[config.mk]
export PLATFORM = sky130hd
export DESIGN_NAME = psds_top
export DESIGN_NICKNAME = d
export VERILOG_FILES = /design/src/design/psds_pkg.sv /design/src/design/psds_deadband.sv /design/src/design/psds_top.sv
export VERILOG_INCLUDE_DIRS = /design/src /design/src/design
export SDC_FILE = /design/constraint.sdc
export NUM_CORES = 1
export LEC_CHECK = 0
export BUFFER_PORTS_ARGS = -buffer_cell sky130_fd_sc_hd__buf_4
export CAP_MARGIN = 20
export CORE_MARGIN = 4
export CORE_UTILIZATION = 25
export DETAILED_ROUTE_END_ITERATION = 8
export GPL_TIMING_DRIVEN = 0
export PLACE_DENSITY = 0.56
export SYNTH_ARGS = -nofsm -noshare
export SYNTH_HDL_FRONTEND = slang
export SYNTH_SLANG_ARGS = --single-unit
[constraint.sdc]
create_clock -name clk -period 2.2 [get_ports clk]
set_input_delay 0 -clock clk [delete_from_list [all_inputs] [get_ports clk]]
set_output_delay 0 -clock clk [all_outputs]
set_load 0.005 [all_outputs]
[src/design/psds_consts.svh]
`ifndef PSDS_CONSTS_SVH
`define PSDS_CONSTS_SVH

// Register indices; the byte address is four times the index.
`define PSDS_IDX_DEADBAND   6'h1C
`define PSDS_IDX_SHUTDOWN   6'h1D
`define PSDS_IDX_STEER      6'h1E
`define PSDS_IDX_IRQ_STAT   6'h20
`define PSDS_IDX_IRQ_CLR    6'h21
`define PSDS_IDX_IRQ_EN     6'h22

// Reset values of the registers.
`define PSDS_RST_DEADBAND   8'h00
`define PSDS_RST_SHUTDOWN   8'h00
`define PSDS_RST_STEER      5'h01
`define PSDS_RST_IRQ        3'h0

// Field positions.
`define PSDS_BIT_RESTART    7
`define PSDS_BIT_FLAG       7
`define PSDS_BIT_STEER_SYNC 4

// Interrupt status bit positions.
`define PSDS_IRQ_SHUTDOWN   0
`define PSDS_IRQ_RESUME     1
`define PSDS_IRQ_STEER      2

// Mode encodings seen on the mode inputs.
`define PSDS_MODE_ENHANCED  2'h3
`define PSDS_CFG_SINGLE     2'h0
`define PSDS_CFG_HALF       2'h2

// Timing: one instruction cycle is four oscillator periods.
`define PSDS_CLK_PERIOD_NS  25
`define PSDS_TOSC_NS        25
`define PSDS_TOSC_PER_TCY   4
`define PSDS_TCY_CYCLES     ((`PSDS_TOSC_PER_TCY * `PSDS_TOSC_NS + \
    `PSDS_CLK_PERIOD_NS - 1) / `PSDS_CLK_PERIOD_NS)

`endif

[src/design/psds_pkg.sv]
package psds_pkg;

    // Dead-band and restart configuration register.
    typedef struct packed {
        logic       restart_auto_enable;
        logic [6:0] dead_delay_count;
    } psds_deadband_s;

    // Auto-shutdown control register.
    typedef struct packed {
        logic       shutdown_event_flag;
        logic [2:0] shutdown_source_select;
        logic [1:0] pair_ac_shutdown_state;
        logic [1:0] pair_bd_shutdown_state;
    } psds_shutdown_s;

    // Steering control register.
    typedef struct packed {
        logic       steer_sync_select;
        logic [3:0] steer_enable;
    } psds_steer_s;

    // Shutdown sequencing states, one-hot.
    typedef enum logic [2:0] {
        PSDS_RUN  = 3'b001,
        PSDS_SHUT = 3'b010,
        PSDS_WAIT = 3'b100
    } psds_state_e;

endpackage : psds_pkg

[src/design/psds_deadband.sv]
// Delays the rising edge of one active-high PWM signal by a number of
// instruction-cycle ticks; falling edges pass after one register stage.
module psds_deadband
    import psds_pkg::*;
(
    input  wire logic       clk,
    input  wire logic       rst_n,
    input  wire logic       tick,
    input  wire logic [6:0] delay,
    input  wire logic       pwm_in,
    output logic            pwm_out
);

    logic       out_ff;    // Delayed output.
    logic       nxt_out;
    logic [6:0] cnt_ff;    // Ticks seen since the input went active.
    logic [6:0] nxt_cnt;

    // Count ticks while the input is active and still held off.
    always_comb
    begin
        nxt_out = out_ff;
        nxt_cnt = cnt_ff;
        if (!pwm_in)
        begin
            // Inactive-going edge is never delayed.
            nxt_out = 1'b0;
            nxt_cnt = 7'h00;
        end
        else if (!out_ff)
        begin
            if (cnt_ff >= delay)
                nxt_out = 1'b1;
            else if (tick)
                nxt_cnt = 7'(cnt_ff + 7'h01);
        end
    end

    // Register the delay state.
    always_ff @(posedge clk)
    begin
        if (!rst_n)
        begin
            out_ff <= 1'b0;
            cnt_ff <= 7'h00;
        end
        else
        begin
            out_ff <= nxt_out;
            cnt_ff <= nxt_cnt;
        end
    end

    assign pwm_out = out_ff;

endmodule : psds_deadband

[src/design/psds_top.sv]
`include "psds_consts.svh"

// Output conditioning of an enhanced PWM unit: steering synchronisation,
// dead band in half-bridge mode and auto-shutdown with restart.
module psds_top
    import psds_pkg::*;
(
    input  wire logic        clk,
    input  wire logic        rst_n,
    input  wire logic [7:0]  avs_address,
    input  wire logic        avs_read,
    input  wire logic        avs_write,
    input  wire logic [31:0] avs_writedata,
    output logic      [31:0] avs_readdata,
    output logic             avs_waitrequest,
    input  wire logic [3:0]  pwm_in,
    input  wire logic        period_start,
    input  wire logic [1:0]  pwm_mode_select,
    input  wire logic [1:0]  output_config_select,
    input  wire logic        cmp1_trip,
    input  wire logic        cmp2_trip,
    input  wire logic        int_pin_n,
    output logic             pwm_out_a,
    output logic             pwm_oe_a,
    output logic             pwm_out_b,
    output logic             pwm_oe_b,
    output logic             pwm_out_c,
    output logic             pwm_oe_c,
    output logic             pwm_out_d,
    output logic             pwm_oe_d,
    output logic             irq
);

    // Decode a pair shutdown state into {output enable, level}.
    function automatic logic [1:0] psds_sd_drive(input logic [1:0] st);
        logic [1:0] res;
        res = 2'h0;
        case (st)
            2'h0:    res = 2'h2;
            2'h1:    res = 2'h3;
            default: res = 2'h0;
        endcase
        return res;
    endfunction : psds_sd_drive

    // Trip inputs arrive from pins and other domains.
    logic [2:0]     meta_ff;        // First synchroniser stage.
    logic [2:0]     sync_ff;        // Second stage: {int_n, cmp2, cmp1}.
    logic [2:0]     nxt_meta;
    logic [2:0]     nxt_sync;
    // Bus slave state.
    logic           ack_ff;         // High in the cycle the bus is answered.
    logic           nxt_ack;
    logic [31:0]    rdata_ff;       // Read data captured on request.
    logic [31:0]    nxt_rdata;
    // Configuration and status registers.
    psds_deadband_s db_ff;
    psds_deadband_s nxt_db;
    psds_shutdown_s sd_ff;
    psds_shutdown_s nxt_sd;
    psds_steer_s    steer_ff;       // Software copy of steering.
    psds_steer_s    nxt_steer;
    logic [3:0]     steer_act_ff;   // Steering in force on the pins.
    logic [3:0]     nxt_steer_act;
    logic           pend_ff;        // Steering waiting for a period start.
    logic           nxt_pend;
    logic [2:0]     irq_stat_ff;    // Sticky event bits.
    logic [2:0]     nxt_irq_stat;
    logic [2:0]     irq_en_ff;      // Interrupt enables.
    logic [2:0]     nxt_irq_en;
    // Instruction-cycle divider and shutdown sequencer.
    logic [1:0]     div_ff;
    logic [1:0]     nxt_div;
    logic           tcy_tick;       // One pulse per instruction cycle.
    psds_state_e    state_ff;
    psds_state_e    nxt_state;
    // Pin registers, bit 0 is pin A.
    logic [3:0]     pin_out_ff;
    logic [3:0]     pin_oe_ff;
    logic [3:0]     nxt_pin_out;
    logic [3:0]     nxt_pin_oe;
    // Derived terms.
    logic [5:0]     idx;            // Word index of the bus address.
    logic           wr_go;          // Write takes effect this edge.
    logic           cause;          // Selected shutdown cause, a level.
    logic           hold;           // Outputs held in shutdown state.
    logic [1:0]     db_out;         // Dead-banded A and B.
    logic [3:0]     pwm_eff;        // Waveform offered to each pin.
    logic [3:0]     pin_en;         // Pins owned by the PWM.
    logic [1:0]     drv_ac;
    logic [1:0]     drv_bd;

    assign idx   = avs_address[7:2];
    assign wr_go = avs_write & ack_ff;

    // The selected sources form the cause; an all-zero select masks
    // every source, so only a software write of the flag can shut down.
    assign cause = |(sd_ff.shutdown_source_select &
                     {~sync_ff[2], sync_ff[1], sync_ff[0]});

    // Hold: the flag, a live cause, or the wait for a period edge.
    assign hold = sd_ff.shutdown_event_flag | cause |
                  (state_ff != PSDS_RUN);

    // Two-flop synchronisers; only the second stage is read.
    always_comb
    begin
        nxt_meta = {int_pin_n, cmp2_trip, cmp1_trip};
        nxt_sync = meta_ff;
    end

    always_ff @(posedge clk)
    begin
        if (!rst_n)
        begin
            meta_ff <= 3'h4;
            sync_ff <= 3'h4;
        end
        else
        begin
            meta_ff <= nxt_meta;
            sync_ff <= nxt_sync;
        end
    end

    // Bus slave: one wait state, then the answer. Unmapped reads give
    // zero and unmapped writes are dropped.
    always_comb
    begin
        nxt_ack   = (avs_read | avs_write) & ~ack_ff;
        nxt_rdata = rdata_ff;
        if (avs_read && !ack_ff)
        begin
            case (idx)
                `PSDS_IDX_DEADBAND: nxt_rdata = {24'h0, db_ff};
                `PSDS_IDX_SHUTDOWN: nxt_rdata = {24'h0, sd_ff};
                `PSDS_IDX_STEER:    nxt_rdata = {27'h0, steer_ff};
                `PSDS_IDX_IRQ_STAT: nxt_rdata = {29'h0, irq_stat_ff};
                `PSDS_IDX_IRQ_EN:   nxt_rdata = {29'h0, irq_en_ff};
                default:            nxt_rdata = 32'h0;
            endcase
        end
    end

    always_ff @(posedge clk)
    begin
        if (!rst_n)
        begin
            ack_ff   <= 1'b0;
            rdata_ff <= 32'h0;
        end
        else
        begin
            ack_ff   <= nxt_ack;
            rdata_ff <= nxt_rdata;
        end
    end

    assign avs_waitrequest = (avs_read | avs_write) & ~ack_ff;
    assign avs_readdata    = rdata_ff;

    // Registers, flag handling and steering update.
    always_comb
    begin
        nxt_db        = db_ff;
        nxt_sd        = sd_ff;
        nxt_steer     = steer_ff;
        nxt_steer_act = steer_act_ff;
        nxt_pend      = pend_ff;
        nxt_irq_en    = irq_en_ff;
        nxt_irq_stat  = irq_stat_ff;
        // Auto-restart drops the flag first, so a forced write still lands.
        if (db_ff.restart_auto_enable && !cause)
            nxt_sd.shutdown_event_flag = 1'b0;
        if (wr_go)
        begin
            case (idx)
                `PSDS_IDX_DEADBAND: nxt_db = avs_writedata[7:0];
                `PSDS_IDX_SHUTDOWN:
                begin
                    nxt_sd = avs_writedata[7:0];
                    // A clear only lands once the cause has gone.
                    nxt_sd.shutdown_event_flag =
                        avs_writedata[`PSDS_BIT_FLAG] |
                        (sd_ff.shutdown_event_flag & cause);
                end
                `PSDS_IDX_STEER:
                begin
                    nxt_steer = avs_writedata[4:0];
                    nxt_pend  = avs_writedata[`PSDS_BIT_STEER_SYNC];
                    if (!avs_writedata[`PSDS_BIT_STEER_SYNC])
                    begin
                        nxt_steer_act = avs_writedata[3:0];
                        nxt_irq_stat[`PSDS_IRQ_STEER] = 1'b1;
                    end
                end
                `PSDS_IDX_IRQ_CLR:
                    nxt_irq_stat = irq_stat_ff & ~avs_writedata[2:0];
                `PSDS_IDX_IRQ_EN:   nxt_irq_en = avs_writedata[2:0];
                default:            nxt_irq_en = irq_en_ff;
            endcase
        end
        // Deferred steering lands on the period edge.
        if (pend_ff && period_start)
        begin
            nxt_steer_act = steer_ff.steer_enable;
            nxt_pend      = 1'b0;
            nxt_irq_stat[`PSDS_IRQ_STEER] = 1'b1;
        end
        // A live cause sets the flag and beats any clear.
        if (cause)
            nxt_sd.shutdown_event_flag = 1'b1;
        // Event bits are set after the clear so that a set wins.
        if (nxt_sd.shutdown_event_flag && !sd_ff.shutdown_event_flag)
            nxt_irq_stat[`PSDS_IRQ_SHUTDOWN] = 1'b1;
        if (state_ff == PSDS_WAIT && nxt_state == PSDS_RUN)
            nxt_irq_stat[`PSDS_IRQ_RESUME] = 1'b1;
    end

    always_ff @(posedge clk)
    begin
        if (!rst_n)
        begin
            db_ff        <= `PSDS_RST_DEADBAND;
            sd_ff        <= `PSDS_RST_SHUTDOWN;
            steer_ff     <= `PSDS_RST_STEER;
            steer_act_ff <= 4'(`PSDS_RST_STEER);
            pend_ff      <= 1'b0;
            irq_stat_ff  <= `PSDS_RST_IRQ;
            irq_en_ff    <= `PSDS_RST_IRQ;
        end
        else
        begin
            db_ff        <= nxt_db;
            sd_ff        <= nxt_sd;
            steer_ff     <= nxt_steer;
            steer_act_ff <= nxt_steer_act;
            pend_ff      <= nxt_pend;
            irq_stat_ff  <= nxt_irq_stat;
            irq_en_ff    <= nxt_irq_en;
        end
    end

    assign irq = |(irq_stat_ff & irq_en_ff);

    // Divider and shutdown sequencer. Resuming waits for a period edge
    // so the bridge never sees a truncated first pulse.
    always_comb
    begin
        nxt_div  = (div_ff == 2'(`PSDS_TCY_CYCLES - 1)) ?
                   2'h0 : 2'(div_ff + 2'h1);
        nxt_state = state_ff;
        case (state_ff)
            PSDS_RUN:
                if (sd_ff.shutdown_event_flag || cause)
                    nxt_state = PSDS_SHUT;
            PSDS_SHUT:
                if (!nxt_sd.shutdown_event_flag && !cause)
                    nxt_state = PSDS_WAIT;
            PSDS_WAIT:
                if (sd_ff.shutdown_event_flag || cause)
                    nxt_state = PSDS_SHUT;
                else if (period_start)
                    nxt_state = PSDS_RUN;
            default: nxt_state = PSDS_SHUT;
        endcase
    end

    always_ff @(posedge clk)
    begin
        if (!rst_n)
        begin
            div_ff   <= 2'h0;
            state_ff <= PSDS_RUN;
        end
        else
        begin
            div_ff   <= nxt_div;
            state_ff <= nxt_state;
        end
    end

    assign tcy_tick = (div_ff == 2'h0);

    // Dead band on the two half-bridge outputs A and B.
    genvar g;
    generate
        for (g = 0; g < 2; g++)
        begin : gen_db
            psds_deadband u_db (
                .clk     (clk),
                .rst_n   (rst_n),
                .tick    (tcy_tick),
                .delay   (db_ff.dead_delay_count),
                .pwm_in  (pwm_in[g]),
                .pwm_out (db_out[g])
            );
        end
    endgenerate

    assign drv_ac = psds_sd_drive(sd_ff.pair_ac_shutdown_state);
    assign drv_bd = psds_sd_drive(sd_ff.pair_bd_shutdown_state);

    // Pin drive. Pins not owned by the PWM are released whatever the
    // shutdown state, so shutdown only touches enabled pins.
    always_comb
    begin
        pwm_eff = pwm_in;
        if (output_config_select == `PSDS_CFG_HALF)
            pwm_eff[1:0] = db_out;
        case (output_config_select)
            `PSDS_CFG_SINGLE: pin_en = steer_act_ff;
            `PSDS_CFG_HALF:   pin_en = 4'h3;
            default:          pin_en = 4'hF;
        endcase
        if (pwm_mode_select != `PSDS_MODE_ENHANCED)
            pin_en = 4'h0;
        for (int i = 0; i < 4; i++)
        begin
            if (hold)
            begin
                nxt_pin_out[i] = pin_en[i] &
                    (i[0] ? drv_bd[0] : drv_ac[0]);
                nxt_pin_oe[i]  = pin_en[i] &
                    (i[0] ? drv_bd[1] : drv_ac[1]);
            end
            else
            begin
                nxt_pin_out[i] = pin_en[i] & pwm_eff[i];
                nxt_pin_oe[i]  = pin_en[i];
            end
        end
    end

    always_ff @(posedge clk)
    begin
        if (!rst_n)
        begin
            pin_out_ff <= 4'h0;
            pin_oe_ff  <= 4'h0;
        end
        else
        begin
            pin_out_ff <= nxt_pin_out;
            pin_oe_ff  <= nxt_pin_oe;
        end
    end

    assign pwm_out_a = pin_out_ff[0];
    assign pwm_oe_a  = pin_oe_ff[0];
    assign pwm_out_b = pin_out_ff[1];
    assign pwm_oe_b  = pin_oe_ff[1];
    assign pwm_out_c = pin_out_ff[2];
    assign pwm_oe_c  = pin_oe_ff[2];
    assign pwm_out_d = pin_out_ff[3];
    assign pwm_oe_d  = pin_oe_ff[3];

endmodule : psds_top

# Yosys cells after proc, flatten, opt, wreduce, memory -nomap -nowiden
# Cells that the tools add are included.
[word_totals]
ff_bits = 100
word_cells = 155
input_bits = 56
output_inout_bits = 42
[classes]
n_addsub = 3
bitwise_logic = 30
eq_ne = 18
mux = 38
reduce_logical = 38
magnitude_cmp = 2
[ops]
columns = ["operator", "n"]
rows = [
  ["$pmux W8 S5", 1],
  ["$mux W4", 5],
  ["$eq A6 B5 Y1 const B", 3],
  ["$eq A6 B6 Y1 const B", 3],
  ["$mux W1", 18],
  ["$mux W8", 2],
  ["$reduce_and A2 Y1", 8],
  ["$and A1 B1 Y1", 15],
  ["$mux W3", 5],
  ["$add A7 B1 Y7 const B", 2],
  ["$ge A7 B7 Y1", 2],
  ["$reduce_and A3 Y1", 4],
  ["$reduce_bool A2 Y1", 6],
  ["$and A3 B3 Y3", 3],
  ["$pmux W3 S3", 1],
  ["$logic_not A2 Y1", 4],
  ["$pmux W2 S2", 2],
  ["$pmux W4 S2", 1],
  ["$not A1 Y1", 7],
  ["$eq A3 B1 Y1 const B", 2],
  ["$logic_and A1 B1 Y1", 6],
  ["$reduce_or A3 Y1", 2],
  ["$eq A2 B1 Y1 const B", 2],
  ["$eq A2 B2 Y1 const B", 2],
  ["15 further kinds", 23],
]

# Depth between registers and ports, before layout
# Gate-level depths: netlist of run 1.
[depth]
ltp_word = 17
mapped_depth = 7
depth_no_buf = 7

# Modules after synthesis
# Synthesis of run 1 repeated with hierarchy kept, for this count alone.
[unflattened]
hier_cells = 427
area_unflattened_um2 = 3938.8
[modules_own_cells]
columns = ["module", "n_inst", "cells_each", "seq_area_each_um2", "area_each_um2"]
rows = [
  ["psds_top", 1, 301, 1201.2, 2745.1],
  ["psds_deadband", 2, 63, 160.2, 596.8],
]

# Worst setup path after synthesis of run 1
# No wires, ideal clock.
[synth_timing]
path_kind = "reg-to-reg"
start = "reg db_ff[6] in the netlist's numbering"
end = "reg gen_db[0].u_db.cnt_ff[4]"
path_buffers = 0
synth_period_minus_slack_ns = 1.911
stages_incl_launch_ff = 8
required_time_ns = 2.079
setup_slack_ns = 0.289
arrival_time_ns = 1.789
setup_time_ns = 0.121
cell_sequence = "dfxtp_1 inv_1 ha_1 a211oi_1 o211ai_1 a2111oi_0 xnor2_1 nor2_1"
[synth_via]
elab_chain_cells = 3
[synth_lines]
columns = ["item", "line", "source"]
rows = [
  ["start: declaration", "psds_top.sv:57", "psds_deadband_s db_ff;"],
  ["start signal: assignment", "psds_top.sv:224", "db_ff <= `PSDS_RST_DEADBAND;"],
  ["start signal: assignment", "psds_top.sv:234", "db_ff <= nxt_db;"],
  ["$ge A7 B7 Y1", "psds_deadband.sv:32", "if (cnt_ff >= delay)"],
  ["$not A1 Y1 (no line)", "--", ""],
  ["$reduce_and A3 Y1 (no line)", "--", ""],
  ["end signal: assignment", "psds_deadband.sv:50", "cnt_ff <= nxt_cnt;"],
  ["end: declaration", "psds_deadband.sv:16", "logic [6:0] cnt_ff;"],
]
# No other way between the ends.
# A chain may end at the register's enable or synchronous reset.

# Worst setup path after layout of run 1
[layout_timing]
start = "reg db_ff[6] in the netlist's numbering"
end = "reg gen_db[0].u_db.cnt_ff[3]"
# Same word-level chain as after synthesis.

==> results of run 1 <==
[cells in the mapped netlist, drive strengths merged (11+ instances only)]
| library cell | number |
|---|---|
| dfxtp | 76 |
| nand2 | 34 |
| a21oi | 30 |
| nor2b | 29 |
| nor2 | 28 |
| buf | 27 |
| mux2i | 24 |
| o21ai | 21 |
| nand3 | 19 |
| ha | 18 |
| inv | 18 |
| clkbuf | 11 |
[sequential cells by signal (all words and copies together) (netlist names), 4 cells and up]
signal and cells:
gen_db.u_db.cnt_ff 14, avs_readdata 8, db_ff 8, sd_ff 8
steer_ff 5, pin_oe_ff 4, pin_out_ff 4, steer_act_ff 4
[area by class of cell]
class	instances	share of cell area (%)
Multi-Input combinational cell	320	42.07
Sequential cell	76	30.34
Timing Repair Buffer	61	9.830
Buffer	38	4.965
Clock buffer	10	4.765
Tap cell	188	4.691
Clock inverter	5	1.996
Inverter	18	1.347
[metal layers]
layer	wire [µm]	up-vias	track usage, %
li1	-	1655	-
met1	4582	1491	15.19
met2	4420	109	18.16
met3	721	9	3.511
met4	116	0	2.975
met5	0	-	0
[stage by stage]
| stage | power, µW | std cells | cell area, µm² | hold WS, ns |
|---|---|---|---|---|
| 3_3_place_gp | 1746 | 686 | 4509 | 0.1906 |
| 6_report | 3434 | 716 | 5015 | 0.02248 |
| 4_1_cts | 3458 | 715 | 4989 | 0.01193 |
| 5_1_grt | 3555 | 716 | 5015 | 0.05333 |
| 2_1_floorplan | 1627 | 452 | 3929 | 0.1015 |
| 3_5_place_dp | 1751 | 686 | 4509 | 0.1994 |
[cell usage in the layout, fill, tap and decap left out, types with 3 or more instances in the layout]
master	count
a21oi_1	30
buf_4	71
xnor2_1	9
nand2b_1	8
and3_1	3
a211oi_1	6
o21ai_1	3
clkbuf_1	11
nor2_1	28
nor2b_1	29
nand3_1	19
and2_1	8
dlygate4sd3_1	14
a22oi_1	7
inv_1	18
clkbuf_16	9
nor4_1	5
ha_1	18
dfxtp_1	76
o21ai_0	18
conb_1	24
o21a_1	3
bufinv_16	3
nand2_1	34
mux2i_1	24
a21boi_0	5
[power by group]
group | internal, µW | switching [µW] | leakage [µW]
registers | 1410 | 18.5 | 0.000616
clock network | 1130 | 556 | 0.000168
logic | 155 | 171 | 0.00123
total | 2690 | 745 | 0.00201
[path summary, 6_finish.rpt]
| kind | startpoint | to | slack, ns | cells after the start |
|---|---|---|---|---|
| max | db_ff[6] | gen_db[0].u_db.cnt_ff[3] | 0.14 | 8 |
| min | output_config_select[1] | pin_oe_ff[1] | 0.02 | 3 |
| max reg2reg | db_ff[6] | gen_db[0].u_db.cnt_ff[3] | 0.14 | 8 |
| min reg2reg | meta_ff[2] | sync_ff[2] | 0.42 | 1 |
[cells by family after synthesis]
kind of cell	synth area share [%]
compound gates	16.02
xor+xnor	2.052
fa+ha+maj	5.861
buf+inv	8.238
flops	39.60
mux	6.838
other cells	0.09759
simple gates	21.30
[worst max-delay path, cell delays in order (launching register included)]
cell and delay [ns]:
dfxtp_1 0.32, inv_1 0.09, ha_1 0.32, a211oi_1 0.28, o211ai_1 0.27, buf_4 0.22
a211oi_1 0.24, xnor2_1 0.15, nor2_1 0.05
[repair_timing]
item / in CTS / in global routing
gates resized for setup: 0 / 8
endpoints found under the setup margin: 0 / 7
setup buffers: 0 / 1
hold endpoints to repair: 19 / 0
hold buffers: 14 / 0
==> impl_metrics.ini, run 1 <==
[status]
status = finished clean

[timing]
final_max_slew_viol_count = 0
max_freq_mhz = 485.6
hold_violations = 0
post-route-period-util_pct = 93.60
setup_tns_ns = 0
slew_headroom_pct = 46.62
post-route-min-period_ns = 2.059
finalSetupViolations = 0
worstMarginPinSlew_ns = 0.7933
fin_skew_ns = 0.006459
timing.final.ws_setup_ns = 0.1408

[route]
postRouteAntennaNets = 0
num_vias = 3264
viasPerCell = 4.559
route.detailed.drc = 0
routedWlPerCell_um = 13.74
drt_pass1_iterations = 5
drtIter0Drc = 161
drt-total-wl_mm = 9.841

[finish]
drive_gt1_share_pct = 19.13
multi_input_area_um2 = 2110
nets = 598
regArea_um2 = 1521
n_antenna_cell = 0
layout.filler_cells = 1581
post-route-util_pct = 33.11
areaGrowthSynthToFinish_pct = 30.51

[logic_synthesis]
syn_area_per_cell_um2 = 8.957
synth_edf_count = 0
syn-cell-area_um2 = 3842
synth_warnings = 0
ys_top_cells_by_area = dfxtp_1, mux2i_1, ha_1
ys_ff_latch = 76
yosys.area.top_type = dfxtp_1
async_flop_share_pct = 0
synth.distinct_cells = 51
synthCells = 429
synth_ff_type = dfxtp_1
synth-seq-area-share_pct = 39.60
synth_top_cell_area_share_pct = 39.60

[global_routing]
grt_usage_pct = 11.45
grt_max_degree = 13
antenna_found_initial = 0
grt_overflow = 0
grt_first_pass_wirelength_mm = 16.03
grt_pass1_vias = 3127

[critical_path]
crit_type = reg2reg
startpoint_type = flop
arrival_ns = 2.27
crit_fanout = 5
required_ns = 2.41
end_kind = flop

[cts]
cts_sinks = 76
cts_inserted_buffers = 9
htreeDepth = 3
cts_root_buf = clkbuf_16
insertion_delay_ns = 0.33
clk_pin_slew_ns = 0.06
cts_tree = done
ctsLongestPathBuffers = 2

[hold_path]
min_path_type = in2reg

[placed_design]
gp_congestion = 0.8769
port_buffers = 46
dp_hpwl_mm = 7.596
dpl_worst_slack_ns = 0.05357

[floorplan]
coreArea_um2 = 15150
dieHeight_um = 132.0
initial_core_util_pct = 25.37
dieWidth_um = 132.0
rows = 45
io_pins = 98
dieArea_um2 = 17420

[pwr]
leakagePower_uw = 0.002012
ir_worst_vdd_v = 0.0003917
power.density_nw_per_um2 = 684.8

[run]
maxCapViolations = 0
No activity file was read; power rests on OpenSTA's default activity.
==> inputs of run 2 (changes only) <==
--- a/config.mk
+++ b/config.mk
@@ -8,11 +8,11 @@
 export LEC_CHECK = 0
 export BUFFER_PORTS_ARGS = -buffer_cell sky130_fd_sc_hd__buf_4
 export CAP_MARGIN = 20
-export CORE_MARGIN = 4
+export CORE_MARGIN = 2
 export CORE_UTILIZATION = 25
 export DETAILED_ROUTE_END_ITERATION = 8
 export GPL_TIMING_DRIVEN = 0
-export PLACE_DENSITY = 0.56
+export PLACE_DENSITY = 0.42
 export SYNTH_ARGS = -nofsm -noshare
 export SYNTH_HDL_FRONTEND = slang
 export SYNTH_SLANG_ARGS = --single-unit
==> impl_metrics.ini, run 2 (synthesis results as in run 1) <==
[finish]
drive_gt1_share_pct = 19.47
n_antenna_cell = 0
areaGrowthSynthToFinish_pct = 29.76
final_cell_mix = dfxtp_1, buf_4, nand2_1
nets = 599
design_area_um2 = 4986
post-route-util_pct = 33.04
regMostFlops = gen_db.u_db.cnt_ff
largest_register_ff_count = 14
final_common_cell = dfxtp_1

[global_routing]
grt_max_degree = 13
grt_first_pass_wirelength_mm = 16.20
grt_pass1_vias = 3077
grt_overflow = 0
grt_usage_pct = 13.08
antenna_found_initial = 0

[critical_path]
arrival_ns = 2.21
end_kind = flop
startpoint_type = flop
crit_type = reg2reg
required_ns = 2.42
crit_fanout = 6

[route]
viasPerCell = 4.512
route.detailed.drc = 0
postRouteAntennaNets = 0
num_vias = 3235
routedWlPerCell_um = 14.35
drt-total-wl_mm = 10.29
drtIter0Drc = 136
drt_pass1_iterations = 5

[cts]
cts_inserted_buffers = 9
htreeDepth = 3
cts_root_buf = clkbuf_16
cts_tree = done
cts_sinks = 76
ctsLongestPathBuffers = 2
insertion_delay_ns = 0.34
clk_pin_slew_ns = 0.06

[placed_design]
gp_congestion = 0.8124
dpl_cell_area_um2 = 4509
port_buffers = 46
dpl_worst_slack_ns = -0.03689
dp_hpwl_mm = 7.761

[pwr]
ir_worst_vdd_v = 0.0003629
leakagePower_uw = 0.001990
power.density_nw_per_um2 = 645.9

[timing]
finalSetupViolations = 0
final_max_slew_viol_count = 0
timing.final.ws_setup_ns = 0.2066
post-route-min-period_ns = 1.993
slew_headroom_pct = 42.66
fin_skew_ns = 0.006925
post-route-period-util_pct = 90.61
worstMarginPinSlew_ns = 0.8537
max_freq_mhz = 501.6
hold_violations = 0

[hold_path]
min_path_type = in2reg

[status]
status = finished clean

[floorplan]
io_pins = 98
rows = 45
dieArea_um2 = 16380
initial_core_util_pct = 25.46
dieWidth_um = 128.0
dieHeight_um = 128.0
coreArea_um2 = 15090

[run]
maxCapViolations = 0
==> run 2: path summary, 6_finish.rpt <==
path	startpoint	to	slack [ns]	depth (start not counted)
min	output_config_select[1]	pin_oe_ff[1]	0.01	3
max	db_ff[2]	gen_db[1].u_db.cnt_ff[5]	0.21	7
max reg2reg	db_ff[2]	gen_db[1].u_db.cnt_ff[5]	0.21	7
min reg2reg	meta_ff[2]	sync_ff[2]	0.41	1
==> run 2: where the power goes <==
group	internal [µW]	leakage, µW	switching (µW)
Combinational	157	0.00123	171
Clock	896	0.000144	572
Sequential	1410	0.000616	18.0
==> run 2: repair_timing <==
item                       CTS  global route
pin swaps                    0             2
resized for setup            2             7
hold buffers                15             0
setup endpoints to repair    2             8
hold endpoints to repair    22             0
setup buffers                0             1
==> run 2: layer usage <==
metal / wire length [µm] / share of wire [%] / track usage [%] / vias to the layer above
li1: - / - / - / 1653
met1: 5153 / 50 / 17.74 / 1490
met2: 4453 / 43 / 20.01 / 82
met3: 528 / 5.1 / 3.631 / 10
met4: 156 / 1.5 / 4.460 / 0
met5: 0 / 0 / 0 / -
==> run 2: area by class of cell <==
type / count / area (µm²)
inverter: 18 / 67.56
multi-input combinational: 320 / 2118
buffer: 38 / 249.0
clock buffer: 10 / 239.0
fill: 1609 / 10100
tap: 188 / 235.2
clock inverter: 5 / 52.55
sequential: 76 / 1521
timing repair buffer: 62 / 503.0
==> run 2: per-stage QoR <==
stage                     total power [µW]  std cells  hold slack (ns)   TNS (ns)
final                                 3221        717          0.01261          0
after global routing                  3358        717          0.01637  -0.007229
after CTS                             3267        716         0.005172          0
after detailed placement              1755        686           0.1863   -0.03689
after global placement                1754        686           0.1845          0
after floorplan                       1627        452           0.1015          0
==> run 2: worst max-delay path, cell delays in order, from the launching register on <==
cell and delay [ns]:
dfxtp_1 0.38, inv_1 0.10, ha_1 0.31, a211oi_1 0.20, o21ai_1 0.25, a2111oi_2 0.41
xnor2_1 0.16, nor2_1 0.06
==> inputs of run 3 (changes only) <==
--- a/config.mk
+++ b/config.mk
@@ -9,10 +9,11 @@
 export BUFFER_PORTS_ARGS = -buffer_cell sky130_fd_sc_hd__buf_4
 export CAP_MARGIN = 20
 export CORE_MARGIN = 2
-export CORE_UTILIZATION = 25
+export CORE_UTILIZATION = 53
+export CTS_CLUSTER_DIAMETER = 100
 export DETAILED_ROUTE_END_ITERATION = 8
 export GPL_TIMING_DRIVEN = 0
-export PLACE_DENSITY = 0.42
+export PLACE_DENSITY = 0.78
 export SYNTH_ARGS = -nofsm -noshare
 export SYNTH_HDL_FRONTEND = slang
 export SYNTH_SLANG_ARGS = --single-unit
==> impl_metrics.ini, run 3 (synthesis results as in run 1) <==
[status]
status = finished clean

[finish]
areaGrowthSynthToFinish_pct = 25.40
multi_input_area_um2 = 2112
final_cell_mix = dfxtp_1, buf_4, nand2_1
largest_register_ff_count = 14
regArea_um2 = 1521
regMostFlops = gen_db.u_db.cnt_ff
nets = 599
layout.filler_cells = 603
n_antenna_cell = 0
final_common_cell = dfxtp_1
drive_gt1_share_pct = 19.25

[floorplan]
io_pins = 98
initial_core_util_pct = 53.84
dieArea_um2 = 7947
rows = 31
dieWidth_um = 89.15
dieHeight_um = 89.15
coreArea_um2 = 7137

[hold_path]
min_path_type = in2reg
hold_start = period_start
min_path_cells = 3

[route]
num_vias = 3353
viasPerCell = 5.331
drt-total-wl_mm = 9.056
drt_pass1_iterations = 5
route.detailed.drc = 0
postRouteAntennaNets = 0
routedWlPerCell_um = 14.40
drtIter0Drc = 161

[timing]
post-route-min-period_ns = 2.070
fin_hold_ws_ns = 0.02012
max_freq_mhz = 483.2
setup_tns_ns = 0
rsz0062_at_grt = false
slew_headroom_pct = 45.54
finalSetupViolations = 0
fin_skew_ns = 0.006493
worstMarginPinSlew_ns = 0.8108
hold_violations = 0
timing.final.ws_setup_ns = 0.1303
post-route-period-util_pct = 94.08
final_max_slew_viol_count = 0

[cts]
cts_inserted_buffers = 9
clk_pin_slew_ns = 0.08
htreeDepth = 3
cts_setup_buffers = 0
cts_root_buf = clkbuf_8
cts_sinks = 76
ctsLongestPathBuffers = 2
insertion_delay_ns = 0.35
cts_tree = done

[pwr]
leakagePower_uw = 0.001960
power.density_nw_per_um2 = 625.5
ir_worst_vdd_v = 0.0003930
fin_total_pwr_uw = 3014

[global_routing]
grt_pass1_vias = 3011
grt_overflow = 0
grtUsageMet2_pct = 36.30
grt-busiest-layer = met2
grt_usage_pct = 23.44
grtUsageMet3_pct = 3.693
grt_max_degree = 14
met1_usage_pct = 32.02
antenna_found_initial = 0
grt_first_pass_wirelength_mm = 14.30

[critical_path]
max_stage_delay_ns = 0.51
path_delay_family = compound AO/OA/AOI/OAI gates
worstSetupPathDepth = 7
cp-startpoint = db_ff[1]
path_cells = inv_1, ha_1, a211oi_1, o21ai_1, a2111oi_0, xnor2_1, nor2_1
end_kind = flop
cpMaxStageDelayCell = a2111oi_0
required_ns = 2.44
crit_fanout = 6
arrival_ns = 2.31
startpoint_type = flop
crit_type = reg2reg
ff2ff_path_depth = 7
crit_buf_inv = 1
r2r_start = db_ff[1]

[placed_design]
dp_hpwl_mm = 6.547
dpl_worst_slack_ns = 0.01830
gp_congestion = 0.9405
port_buffers = 46

[run]
maxCapViolations = 0
[run 3: changes by cell type in the layout (fill, tap and decap cells not counted), sizes merged]
cell	delta
clkbuf	-1
buf	-1
clkinv	-1
clkinvlp	+1
dlygate4sd3	+1
bufinv	+2
[run 3: cell type report]
cell class	count	area share, %
plain buffers	38	5.167
clock buffers	9	2.571
clock inverters	7	2.389
inverters	18	1.402
multi-input cells	320	43.83
flip-flops and latches	76	31.58
well taps	99	2.571
repair buffers	62	10.49
[run 3: worst min-delay path, cell delays in order]
cell and delay (ns):
buf_4 0.12, nor2_1 0.05, o21a_1 0.15
[run 3: final timing paths]
path                                                  to  slack, ns
worst min register to register                sync_ff[2]       0.43
worst max-delay path            gen_db[1].u_db.cnt_ff[5]       0.13
worst min-delay path                         state_ff[2]       0.02
worst max register to register  gen_db[1].u_db.cnt_ff[5]       0.13
[run 3: timing repair]
action	CTS	global route
pin swaps	0	3
gates resized for setup	1	7
hold endpoints to repair	31	0
hold buffers	16	0
endpoints found under the setup margin	1	8
[run 3: power breakdown]
part	switching, µW	internal [µW]
Combinational	164	154
Clock	525	749
Sequential	19.1	1400
[run 3: stage by stage]
stage | instances | cell area (µm²) | utilization [%]
2_1_floorplan | 452 | 3929 | -
3_3_place_gp | 597 | 4398 | 61.62
3_5_place_dp | 597 | 4398 | 61.62
4_1_cts | 629 | 4798 | 67.23
5_1_grt | 629 | 4818 | 67.51
6_report | 629 | 4818 | 67.51
[run 3: per-layer routing]
metal | share of wire, % | routed length [µm]
met4 | 3.1 | 280
met2 | 45 | 4047
met5 | 0 | 0
met3 | 6.7 | 610
met1 | 45 | 4117
